<file path="src/i2cis_consts.vh">
// Constants for the I2C-compatible interrupt sequencer
`ifndef I2CIS_CONSTS_VH
`define I2CIS_CONSTS_VH
`define I2CIS_CLK_MHZ 50
`define I2CIS_HALF_NS 5000
// Half bit in core cycles, sized to the timer so nothing is cut
`define I2CIS_HALF_CYC 9'h0FA
`define I2CIS_SDA_SETUP_CYC 9'h001
`define I2CIS_KIND_TX 2'h0
`define I2CIS_KIND_RX 2'h1
`define I2CIS_KIND_ACK 2'h2
`define I2CIS_WK_SRX 2'h0
`define I2CIS_WK_STX 2'h1
`define I2CIS_WK_MTX 2'h2
`define I2CIS_WK_MRX 2'h3
`define I2CIS_STATE_RESET 8'h01
`endif

</file>
<file path="src/i2cis_core.v">
// I2C-compatible controller with interrupt sequencing
`timescale 1ns/1ns
`default_nettype none
`include "i2cis_consts.vh"
module i2cis_core (
	// Clocking
	input wire core_clk,
	input wire nrst,
	input wire ce,
	// Bus pins, open drain
	input wire scl_in,
	output wire scl_out,
	output wire scl_oe,
	input wire sda_in,
	output wire sda_out,
	output wire sda_oe,
	// Firmware control write
	input wire ctl_wr,
	input wire ctl_ack,
	input wire ctl_xmit,
	input wire ctl_role,
	input wire ctl_proceed,
	input wire data_wr,
	input wire [7:0] data_in,
	// Interrupt
	input wire irq_en,
	input wire irq_service,
	output wire irq,
	// Status
	output wire [7:0] data_out,
	output wire ack_bit,
	output wire xmit_mode,
	output wire controller_role_bit,
	output wire busy,
	output wire addr_flag,
	output wire stop_flag,
	output wire arbitration_lost_restart_flag
);
	localparam [7:0] S_IDLE = 8'h01;
	localparam [7:0] S_SBIT = 8'h02;
	localparam [7:0] S_SACK = 8'h04;
	localparam [7:0] S_WAIT = 8'h08;
	localparam [7:0] S_MSTART = 8'h10;
	localparam [7:0] S_MBIT = 8'h20;
	localparam [7:0] S_MSTOP = 8'h40;
	localparam [7:0] S_ARBW = 8'h80;
	localparam [8:0] HALF = `I2CIS_HALF_CYC;
	localparam [8:0] SETUP = `I2CIS_SDA_SETUP_CYC;

	wire [1:0] pins_s;
	reg scl_prev_reg, sda_prev_reg;
	reg [7:0] st_reg;
	reg [7:0] sh_reg, tx_reg, rd_reg;
	reg [3:0] cnt_reg;
	reg [8:0] tmr_reg;
	reg [1:0] ph_reg, kind_reg, wk_reg;
	reg scl_drv_reg, sda_drv_reg, stx_reg;
	reg first_reg, slv_act_reg, bus_busy_reg;
	reg pend_reg, addr_reg, stop_reg, arb_reg;
	reg ack_reg, xmit_reg, role_reg, proceed_reg;

	i2cis_sync #(.W(2)) u_sync (
		.core_clk(core_clk),
		.nrst(nrst),
		.ce(ce),
		.d({scl_in, sda_in}),
		.q(pins_s)
	);

	wire scl_s = pins_s[1];
	wire sda_s = pins_s[0];
	wire scl_rise = scl_s & ~scl_prev_reg;
	wire scl_fall = ~scl_s & scl_prev_reg;
	wire start_det = scl_s & scl_prev_reg & ~sda_s & sda_prev_reg;
	wire stop_det = scl_s & scl_prev_reg & sda_s & ~sda_prev_reg;
	wire master_st = |(st_reg & (S_MSTART | S_MBIT | S_MSTOP));
	wire [3:0] endc = (kind_reg == `I2CIS_KIND_TX) ? 4'h9 :
		(kind_reg == `I2CIS_KIND_RX) ? 4'h8 : 4'h1;
	wire tmr_done = (tmr_reg == HALF);

	assign scl_out = 1'b0;
	assign sda_out = 1'b0;
	assign scl_oe = scl_drv_reg;
	assign sda_oe = sda_drv_reg;
	assign irq = pend_reg & irq_en;
	assign data_out = rd_reg;
	assign ack_bit = ack_reg;
	assign xmit_mode = xmit_reg;
	assign controller_role_bit = role_reg;
	assign busy = proceed_reg;
	assign addr_flag = addr_reg;
	assign stop_flag = stop_reg;
	assign arbitration_lost_restart_flag = arb_reg;

	always @(posedge core_clk or negedge nrst)
	begin
		if (!nrst)
		begin
			scl_prev_reg <= 1'b1;
			sda_prev_reg <= 1'b1;
			st_reg <= `I2CIS_STATE_RESET;
			sh_reg <= 8'h00;
			tx_reg <= 8'h00;
			rd_reg <= 8'h00;
			cnt_reg <= 4'h0;
			tmr_reg <= 9'h000;
			ph_reg <= 2'h0;
			kind_reg <= `I2CIS_KIND_TX;
			wk_reg <= `I2CIS_WK_SRX;
			scl_drv_reg <= 1'b0;
			sda_drv_reg <= 1'b0;
			stx_reg <= 1'b0;
			first_reg <= 1'b0;
			slv_act_reg <= 1'b0;
			bus_busy_reg <= 1'b0;
			pend_reg <= 1'b0;
			addr_reg <= 1'b0;
			stop_reg <= 1'b0;
			arb_reg <= 1'b0;
			ack_reg <= 1'b0;
			xmit_reg <= 1'b0;
			role_reg <= 1'b0;
			proceed_reg <= 1'b0;
		end
		else if (ce)
		begin
			scl_prev_reg <= scl_s;
			sda_prev_reg <= sda_s;
			if (start_det)
				bus_busy_reg <= 1'b1;
			if (stop_det)
				bus_busy_reg <= 1'b0;
			// Service clears; any set below in this edge wins
			if (irq_service)
			begin
				pend_reg <= 1'b0;
				arb_reg <= 1'b0;
				stop_reg <= 1'b0;
			end
			if (data_wr)
				tx_reg <= data_in;
			if (ctl_wr)
			begin
				ack_reg <= ctl_ack;
				xmit_reg <= ctl_xmit;
				role_reg <= ctl_role;
				proceed_reg <= ctl_proceed;
			end
			if (master_st)
				tmr_reg <= tmr_done ? 9'h000 : tmr_reg + 9'h001;
			// Slave side follows an external master
			if (!master_st && st_reg != S_ARBW)
			begin
				if (start_det)
				begin
					st_reg <= S_SBIT;
					first_reg <= 1'b1;
					slv_act_reg <= 1'b1;
					stx_reg <= 1'b0;
					cnt_reg <= 4'h0;
					scl_drv_reg <= 1'b0;
					sda_drv_reg <= 1'b0;
				end
				else if (stop_det && slv_act_reg)
				begin
					st_reg <= S_IDLE;
					slv_act_reg <= 1'b0;
					stop_reg <= 1'b1;
					pend_reg <= 1'b1;
					proceed_reg <= 1'b0;
					scl_drv_reg <= 1'b0;
					sda_drv_reg <= 1'b0;
				end
			end
			case (st_reg)
			S_IDLE:
			begin
				// Master start once firmware asks and bus is free
				if (role_reg && proceed_reg && !bus_busy_reg && !start_det)
				begin
					st_reg <= S_MSTART;
					sda_drv_reg <= 1'b1;
					tmr_reg <= 9'h000;
				end
			end
			S_SBIT:
			begin
				if (scl_rise)
				begin
					cnt_reg <= cnt_reg + 4'h1;
					if (!stx_reg && cnt_reg < 4'h8)
						sh_reg <= {sh_reg[6:0], sda_s};
					if (stx_reg && cnt_reg == 4'h8)
						ack_reg <= ~sda_s;
				end
				else if (scl_fall)
				begin
					if (!stx_reg && cnt_reg == 4'h8)
					begin
						rd_reg <= sh_reg;
						addr_reg <= first_reg;
						first_reg <= 1'b0;
						wk_reg <= `I2CIS_WK_SRX;
						pend_reg <= 1'b1;
						proceed_reg <= 1'b0;
						scl_drv_reg <= 1'b1;
						st_reg <= S_WAIT;
					end
					else if (stx_reg && cnt_reg == 4'h9)
					begin
						wk_reg <= `I2CIS_WK_STX;
						pend_reg <= 1'b1;
						proceed_reg <= 1'b0;
						scl_drv_reg <= 1'b1;
						st_reg <= S_WAIT;
					end
					else if (stx_reg)
					begin
						sh_reg <= {sh_reg[6:0], 1'b0};
						sda_drv_reg <= (cnt_reg < 4'h8) & ~sh_reg[6];
					end
				end
			end
			S_SACK:
			begin
				if (scl_fall)
				begin
					cnt_reg <= 4'h0;
					sda_drv_reg <= 1'b0;
					if (!ack_reg)
					begin
						// Refused byte: drop out, no stop detection
						st_reg <= S_IDLE;
						slv_act_reg <= 1'b0;
					end
					else
					begin
						st_reg <= S_SBIT;
						stx_reg <= xmit_reg;
						sh_reg <= tx_reg;
						sda_drv_reg <= xmit_reg & ~tx_reg[7];
					end
				end
			end
			S_WAIT:
			begin
				if (proceed_reg && !(ctl_wr && !ctl_proceed))
				begin
					case (wk_reg)
					`I2CIS_WK_SRX:
					begin
						st_reg <= S_SACK;
						sda_drv_reg <= ack_reg;
						scl_drv_reg <= 1'b0;
					end
					`I2CIS_WK_STX:
					begin
						scl_drv_reg <= 1'b0;
						cnt_reg <= 4'h0;
						sh_reg <= tx_reg;
						stx_reg <= 1'b1;
						st_reg <= xmit_reg ? S_SBIT : S_IDLE;
						sda_drv_reg <= xmit_reg & ~tx_reg[7];
					end
					`I2CIS_WK_MTX:
					begin
						tmr_reg <= 9'h000;
						ph_reg <= 2'h0;
						cnt_reg <= 4'h0;
						sh_reg <= tx_reg;
						kind_reg <= xmit_reg ? `I2CIS_KIND_TX :
							`I2CIS_KIND_RX;
						st_reg <= role_reg ? S_MBIT : S_MSTOP;
					end
					default:
					begin
						tmr_reg <= 9'h000;
						ph_reg <= 2'h0;
						cnt_reg <= 4'h0;
						kind_reg <= `I2CIS_KIND_ACK;
						st_reg <= S_MBIT;
					end
					endcase
				end
			end
			S_MSTART:
			begin
				if (tmr_done)
				begin
					st_reg <= S_MBIT;
					scl_drv_reg <= 1'b1;
					ph_reg <= 2'h0;
					cnt_reg <= 4'h0;
					kind_reg <= `I2CIS_KIND_TX;
					sh_reg <= tx_reg;
				end
			end
			S_MBIT:
			begin
				if (ph_reg == 2'h0)
				begin
					scl_drv_reg <= 1'b1;
					if (tmr_reg == SETUP)
					begin
						if (kind_reg == `I2CIS_KIND_TX)
							sda_drv_reg <= (cnt_reg < 4'h8) & ~sh_reg[7];
						else if (kind_reg == `I2CIS_KIND_ACK)
							sda_drv_reg <= ack_reg;
						else
							sda_drv_reg <= 1'b0;
					end
					if (tmr_done)
					begin
						ph_reg <= 2'h1;
						scl_drv_reg <= 1'b0;
					end
				end
				else if (!scl_s)
					tmr_reg <= 9'h000; // Slave stretching the clock
				else if (tmr_done)
				begin
					cnt_reg <= cnt_reg + 4'h1;
					ph_reg <= 2'h0;
					scl_drv_reg <= 1'b1;
					if (kind_reg == `I2CIS_KIND_RX)
						sh_reg <= {sh_reg[6:0], sda_s};
					else
						sh_reg <= {sh_reg[6:0], 1'b0};
					if (kind_reg == `I2CIS_KIND_TX && cnt_reg == 4'h8)
						ack_reg <= ~sda_s;
					if (kind_reg == `I2CIS_KIND_TX && cnt_reg < 4'h8 &&
						!sda_drv_reg && !sda_s)
					begin
						role_reg <= 1'b0;
						arb_reg <= 1'b1;
						scl_drv_reg <= 1'b0;
						st_reg <= S_ARBW;
					end
					else if (cnt_reg + 4'h1 == endc)
					begin
						tmr_reg <= 9'h000;
						cnt_reg <= 4'h0;
						if (kind_reg == `I2CIS_KIND_ACK)
						begin
							// Next byte or stop as set with the ack
							sh_reg <= tx_reg;
							kind_reg <= xmit_reg ? `I2CIS_KIND_TX :
								`I2CIS_KIND_RX;
							st_reg <= role_reg ? S_MBIT : S_MSTOP;
						end
						else
						begin
							if (kind_reg == `I2CIS_KIND_RX)
								rd_reg <= {sh_reg[6:0], sda_s};
							wk_reg <= (kind_reg == `I2CIS_KIND_TX) ?
								`I2CIS_WK_MTX : `I2CIS_WK_MRX;
							pend_reg <= 1'b1;
							proceed_reg <= 1'b0;
							sda_drv_reg <= 1'b0;
							st_reg <= S_WAIT;
						end
					end
				end
			end
			S_MSTOP:
			begin
				if (ph_reg == 2'h0)
				begin
					scl_drv_reg <= 1'b1;
					if (tmr_reg == SETUP)
						sda_drv_reg <= 1'b1;
					if (tmr_done)
					begin
						ph_reg <= 2'h1;
						scl_drv_reg <= 1'b0;
					end
				end
				else if (ph_reg == 2'h1)
				begin
					if (!scl_s)
						tmr_reg <= 9'h000;
					else if (tmr_done)
					begin
						sda_drv_reg <= 1'b0;
						ph_reg <= 2'h2;
					end
				end
				else if (tmr_done)
				begin
					ph_reg <= 2'h0;
					st_reg <= S_IDLE;
				end
			end
			S_ARBW:
			begin
				sda_drv_reg <= 1'b0;
				scl_drv_reg <= 1'b0;
				if (stop_det)
				begin
					pend_reg <= 1'b1;
					st_reg <= S_IDLE;
				end
			end
			default:
				st_reg <= S_IDLE;
			endcase
		end
	end
endmodule // i2cis_core
`default_nettype wire

</file>
<file path="src/i2cis_sync.v">
// Two-stage synchroniser for bus pins
`timescale 1ns/1ns
`default_nettype none
module i2cis_sync #(
	parameter W = 2
) (
	// Clocking
	input wire core_clk,
	input wire nrst,
	input wire ce,
	// Data
	input wire [W-1:0] d,
	output reg [W-1:0] q
);
	reg [W-1:0] meta_reg;

	always @(posedge core_clk or negedge nrst)
	begin
		if (!nrst)
		begin
			meta_reg <= {W{1'b1}};
			q <= {W{1'b1}};
		end
		else if (ce)
		begin
			meta_reg <= d;
			q <= meta_reg;
		end
	end
endmodule // i2cis_sync
`default_nettype wire

</file>
<file path="config.mk">
export PLATFORM = sky130hd
export DESIGN_NAME = i2cis_core
export DESIGN_NICKNAME = d
export VERILOG_FILES = /design/src/i2cis_core.v /design/src/i2cis_sync.v
export VERILOG_INCLUDE_DIRS = /design/src
export SDC_FILE = /design/constraint.sdc
export NUM_CORES = 1
export LEC_CHECK = 0
export BUFFER_PORTS_ARGS = -buffer_cell sky130_fd_sc_hd__buf_2
export CORE_ASPECT_RATIO = 0.75
export CORE_MARGIN = 5
export CORE_UTILIZATION = 45
export DETAILED_ROUTE_END_ITERATION = 10
export PLACE_DENSITY = 0.63
export REMOVE_ABC_BUFFERS = 1
export SYNTH_ARGS = -nofsm -noshare
export SYNTH_HDL_FRONTEND = slang
export SYNTH_HIERARCHICAL = 1
export SYNTH_SLANG_ARGS = --single-unit
</file>
<file path="constraint.sdc">
create_clock -name core_clk -period 2.9 [get_ports core_clk]
set_input_delay 0.58 -clock core_clk [delete_from_list [all_inputs] [get_ports core_clk]]
set_output_delay 0.58 -clock core_clk [all_outputs]
set_load 0.01 [all_outputs]
</file>
==> impl_metrics.toml <==
[yosys]
synth-async-reset-ratio_pct = 100.0
netlist.area_leader.share_pct = 32.45
synth_area_um2 = 4935
synth_cell_types = 73
yosysWarningCount = 6
ys.flop_type = "dfrtp_1"
synthCells = 553
ys_seq_area_share_pct = 36.18
post-synth-top-area-cell = "dfrtp_1"
synth.area.top_cells = "dfrtp_1 32%, mux2_2 5.5%, dfstp_2 3.7%"
synth.avg_cell_area_um2 = 8.924
synth-edff-count = 0
ys_ff_latch = 71

[layout]
area_growth_pct = 16.86
multi_input_area_um2 = 2904
num-nets-final = 646
num-fill-cells = 999
antennaDiodeCount = 0
drive_gt1_share_pct = 23.90
largest_register_ffs = 9
seq_area_um2 = 1785

[placed_design]
place_congestion = 1.042
pre_cts_ws_ns = 0.1244
io_buffer_count = 38
hpwlAfterDp_mm = 11.71

[clock_tree]
cts_tree = "built"
h-tree-depth = 3
cts_made_buffers = 9
root_buffer = "clkbuf_16"
clk_pin_slew_worst_paths_ns = 0.06
ctsHoldBuffers = 0
cts_buffer_depth = 2
insertion_delay_ns = 0.34
numClockSinks = 71

[drt]
via_per_inst = 6.232
drc_errors = 0
drt_pass1_iterations = 5
drtAntennaViolNets = 0
drt-total-wl_mm = 15.45
vias = 4705
wl_per_cell_um = 20.46
drtIter0Drc = 460

[floorplan]
die_area_um2 = 13180
die_h_um = 100.7
fp-row-count = 33
io_pins = 41
fp.coreArea_um2 = 10820
initial_core_util_pct = 45.62
fp.dieW_um = 130.9

[sta]
slew_violations = 0
rsz0062_at_grt = "false"
fin_crit_ns = 2.806
fmax_ghz = 0.3564
tns_ns = 0
worst_slack_ns = 0.09426
fin_skew_ns = 0.009455
setup_violations = 0
fin_crit_sh_pct = 96.75
tightest_slew_ns = 0.9049
hold_viol_final = 0
slew_headroom_pct = 39.68

[setup_path]
cp-start-kind = "flop"
cp.required_ns = 3.12
cp-end-kind = "flop"
path_max_fanout = 10
crit_arrival_ns = 3.03
worstSetupPathType = "reg2reg"

[job]
maxCapViolations = 0

[global_route]
antenna_found_initial = 0
gr-total-overflow = 0
grt_usage_pct = 24.31
grt_max_degree = 72
grt_pass1_vias = 4467
grt_pass1_wl_mm = 24.66

[pwr]
ir_drop_v = 0.0005439
leakage_nw = 2.526
power_density_nw_per_um2 = 606.7

[run_status]
status = "completed"

[min_path]
hp-class = "in2async"
routing by layer:
layer | wire [µm] | track usage, % | up-vias
met5 | 0 | 0 | -
met4 | 298 | 6.245 | 0
met3 | 1344 | 7.203 | 28
met2 | 6548 | 33.75 | 208
met1 | 7255 | 36.72 | 2298
li1 | - | - | 2171
cell families (layout without fill, tap and decap cells):
logic type / after synthesis / in the layout / share of synthesized area [%]
buffers and inverters: 59 / 120 / 5.223
and+or+nand+nor: 212 / 212 / 24.06
DFF: 71 / 71 / 36.18
muxes: 43 / 43 / 10.14
xor gates and xnor gates: 1 / 1 / 0.1775
other: 1 / 2 / 0.07599
AOI/OAI and AO/OA: 152 / 152 / 20.59
adders and majority gates: 14 / 14 / 3.550
worst max-delay path, cell delays in order, from the launching register on:
cell and delay, ns:
dfrtp_1 0.45, or4_4 0.65, nor4_2 0.30, nor3_1 0.09, or4_1 0.49, a31oi_4 0.28, nor3_1 0.13, mux2_2 0.29
per-stage QoR:
stage | power, mW | utilization, % | area [µm²] | hold slack (ns) | std cells
2_1_floorplan | 1.946 | - | 4775 | 0.2844 | 520
3_3_place_gp | 2.374 | 50.58 | 5472 | 0.4548 | 739
3_5_place_dp | 2.385 | 50.58 | 5472 | 0.4587 | 739
4_1_cts | 3.487 | 53.24 | 5759 | 0.4060 | 754
5_1_grt | 3.679 | 53.31 | 5767 | 0.4594 | 755
6_report | 3.499 | 53.31 | 5767 | 0.3708 | 755
path summary, 6_finish.rpt:
path,start,to,slack [ns],cells past startpoint
min in group core_clk,pend_reg$_DFFE_PN0P_,pend_reg$_DFFE_PN0P_,0.47,1
setup / recovery,st_reg[2]$_DFFE_PN0P_,tmr_reg[0]$_DFFE_PN0P_,0.09,7
hold reg to reg,pend_reg$_DFFE_PN0P_,pend_reg$_DFFE_PN0P_,0.47,1
max in group asynchronous,nrst,sh_reg[4]$_DFFE_PN0P_,1.94,1
hold / removal,nrst,controller_role_bit$_DFFE_PN0P_,0.37,1
setup reg to reg,st_reg[2]$_DFFE_PN0P_,tmr_reg[0]$_DFFE_PN0P_,0.09,7
power breakdown:
group | total (mW) | switching [mW] | internal, mW
registers | 1.32 | 0.180 | 1.14
logic | 1.08 | 0.619 | 0.463
clock network | 1.09 | 0.431 | 0.662
cells in the mapped netlist (14+ instances only):
master / number
inv_1: 24
nand3_1: 20
nand2_1: 45
nor2_1: 35
o21ai_1: 17
a21oi_1: 34
mux2_2: 24
clkbuf_1: 24
dfrtp_1: 64
nor3_1: 20
o21ai_0: 23
ha_1: 14
timing repair:
item	4_1_cts	5_1_grt
setup buffers	0	1
setup endpoints to repair	0	2
gates resized for setup	0	0
cell usage in the layout, fill, tap and decap left out, drive strengths merged, types with 5 or more instances in the layout:
master | synthesis | layout
nor4 | 13 | 13
nand2 | 47 | 47
and2 | 5 | 5
o22ai | 12 | 12
inv | 24 | 25
nor2b | 10 | 10
nor2 | 35 | 35
a31oi | 8 | 8
nand4 | 6 | 6
nor4b | 5 | 5
and3 | 7 | 7
buf | 10 | 80
or4 | 10 | 10
nand3 | 20 | 20
dfrtp | 64 | 64
clkbuf | 24 | 10
nand2b | 9 | 9
ha | 14 | 14
or3 | 5 | 5
a21o | 6 | 6
o21ai | 40 | 40
mux2 | 32 | 32
mux2i | 11 | 11
a22o | 5 | 5
nor3 | 20 | 20
dfstp | 7 | 7
a21oi | 34 | 34
nand3b | 5 | 5
final cells by class:
class	count	share of cell area, %
Multi-Input combinational cell	424	50.36
Sequential cell	71	30.96
Timing Repair Buffer	80	9.026
Clock buffer	10	3.971
Tap cell	140	3.038
Inverter	25	1.627
Clock inverter	5	1.020
No activity file was read; power rests on OpenSTA's default activity.
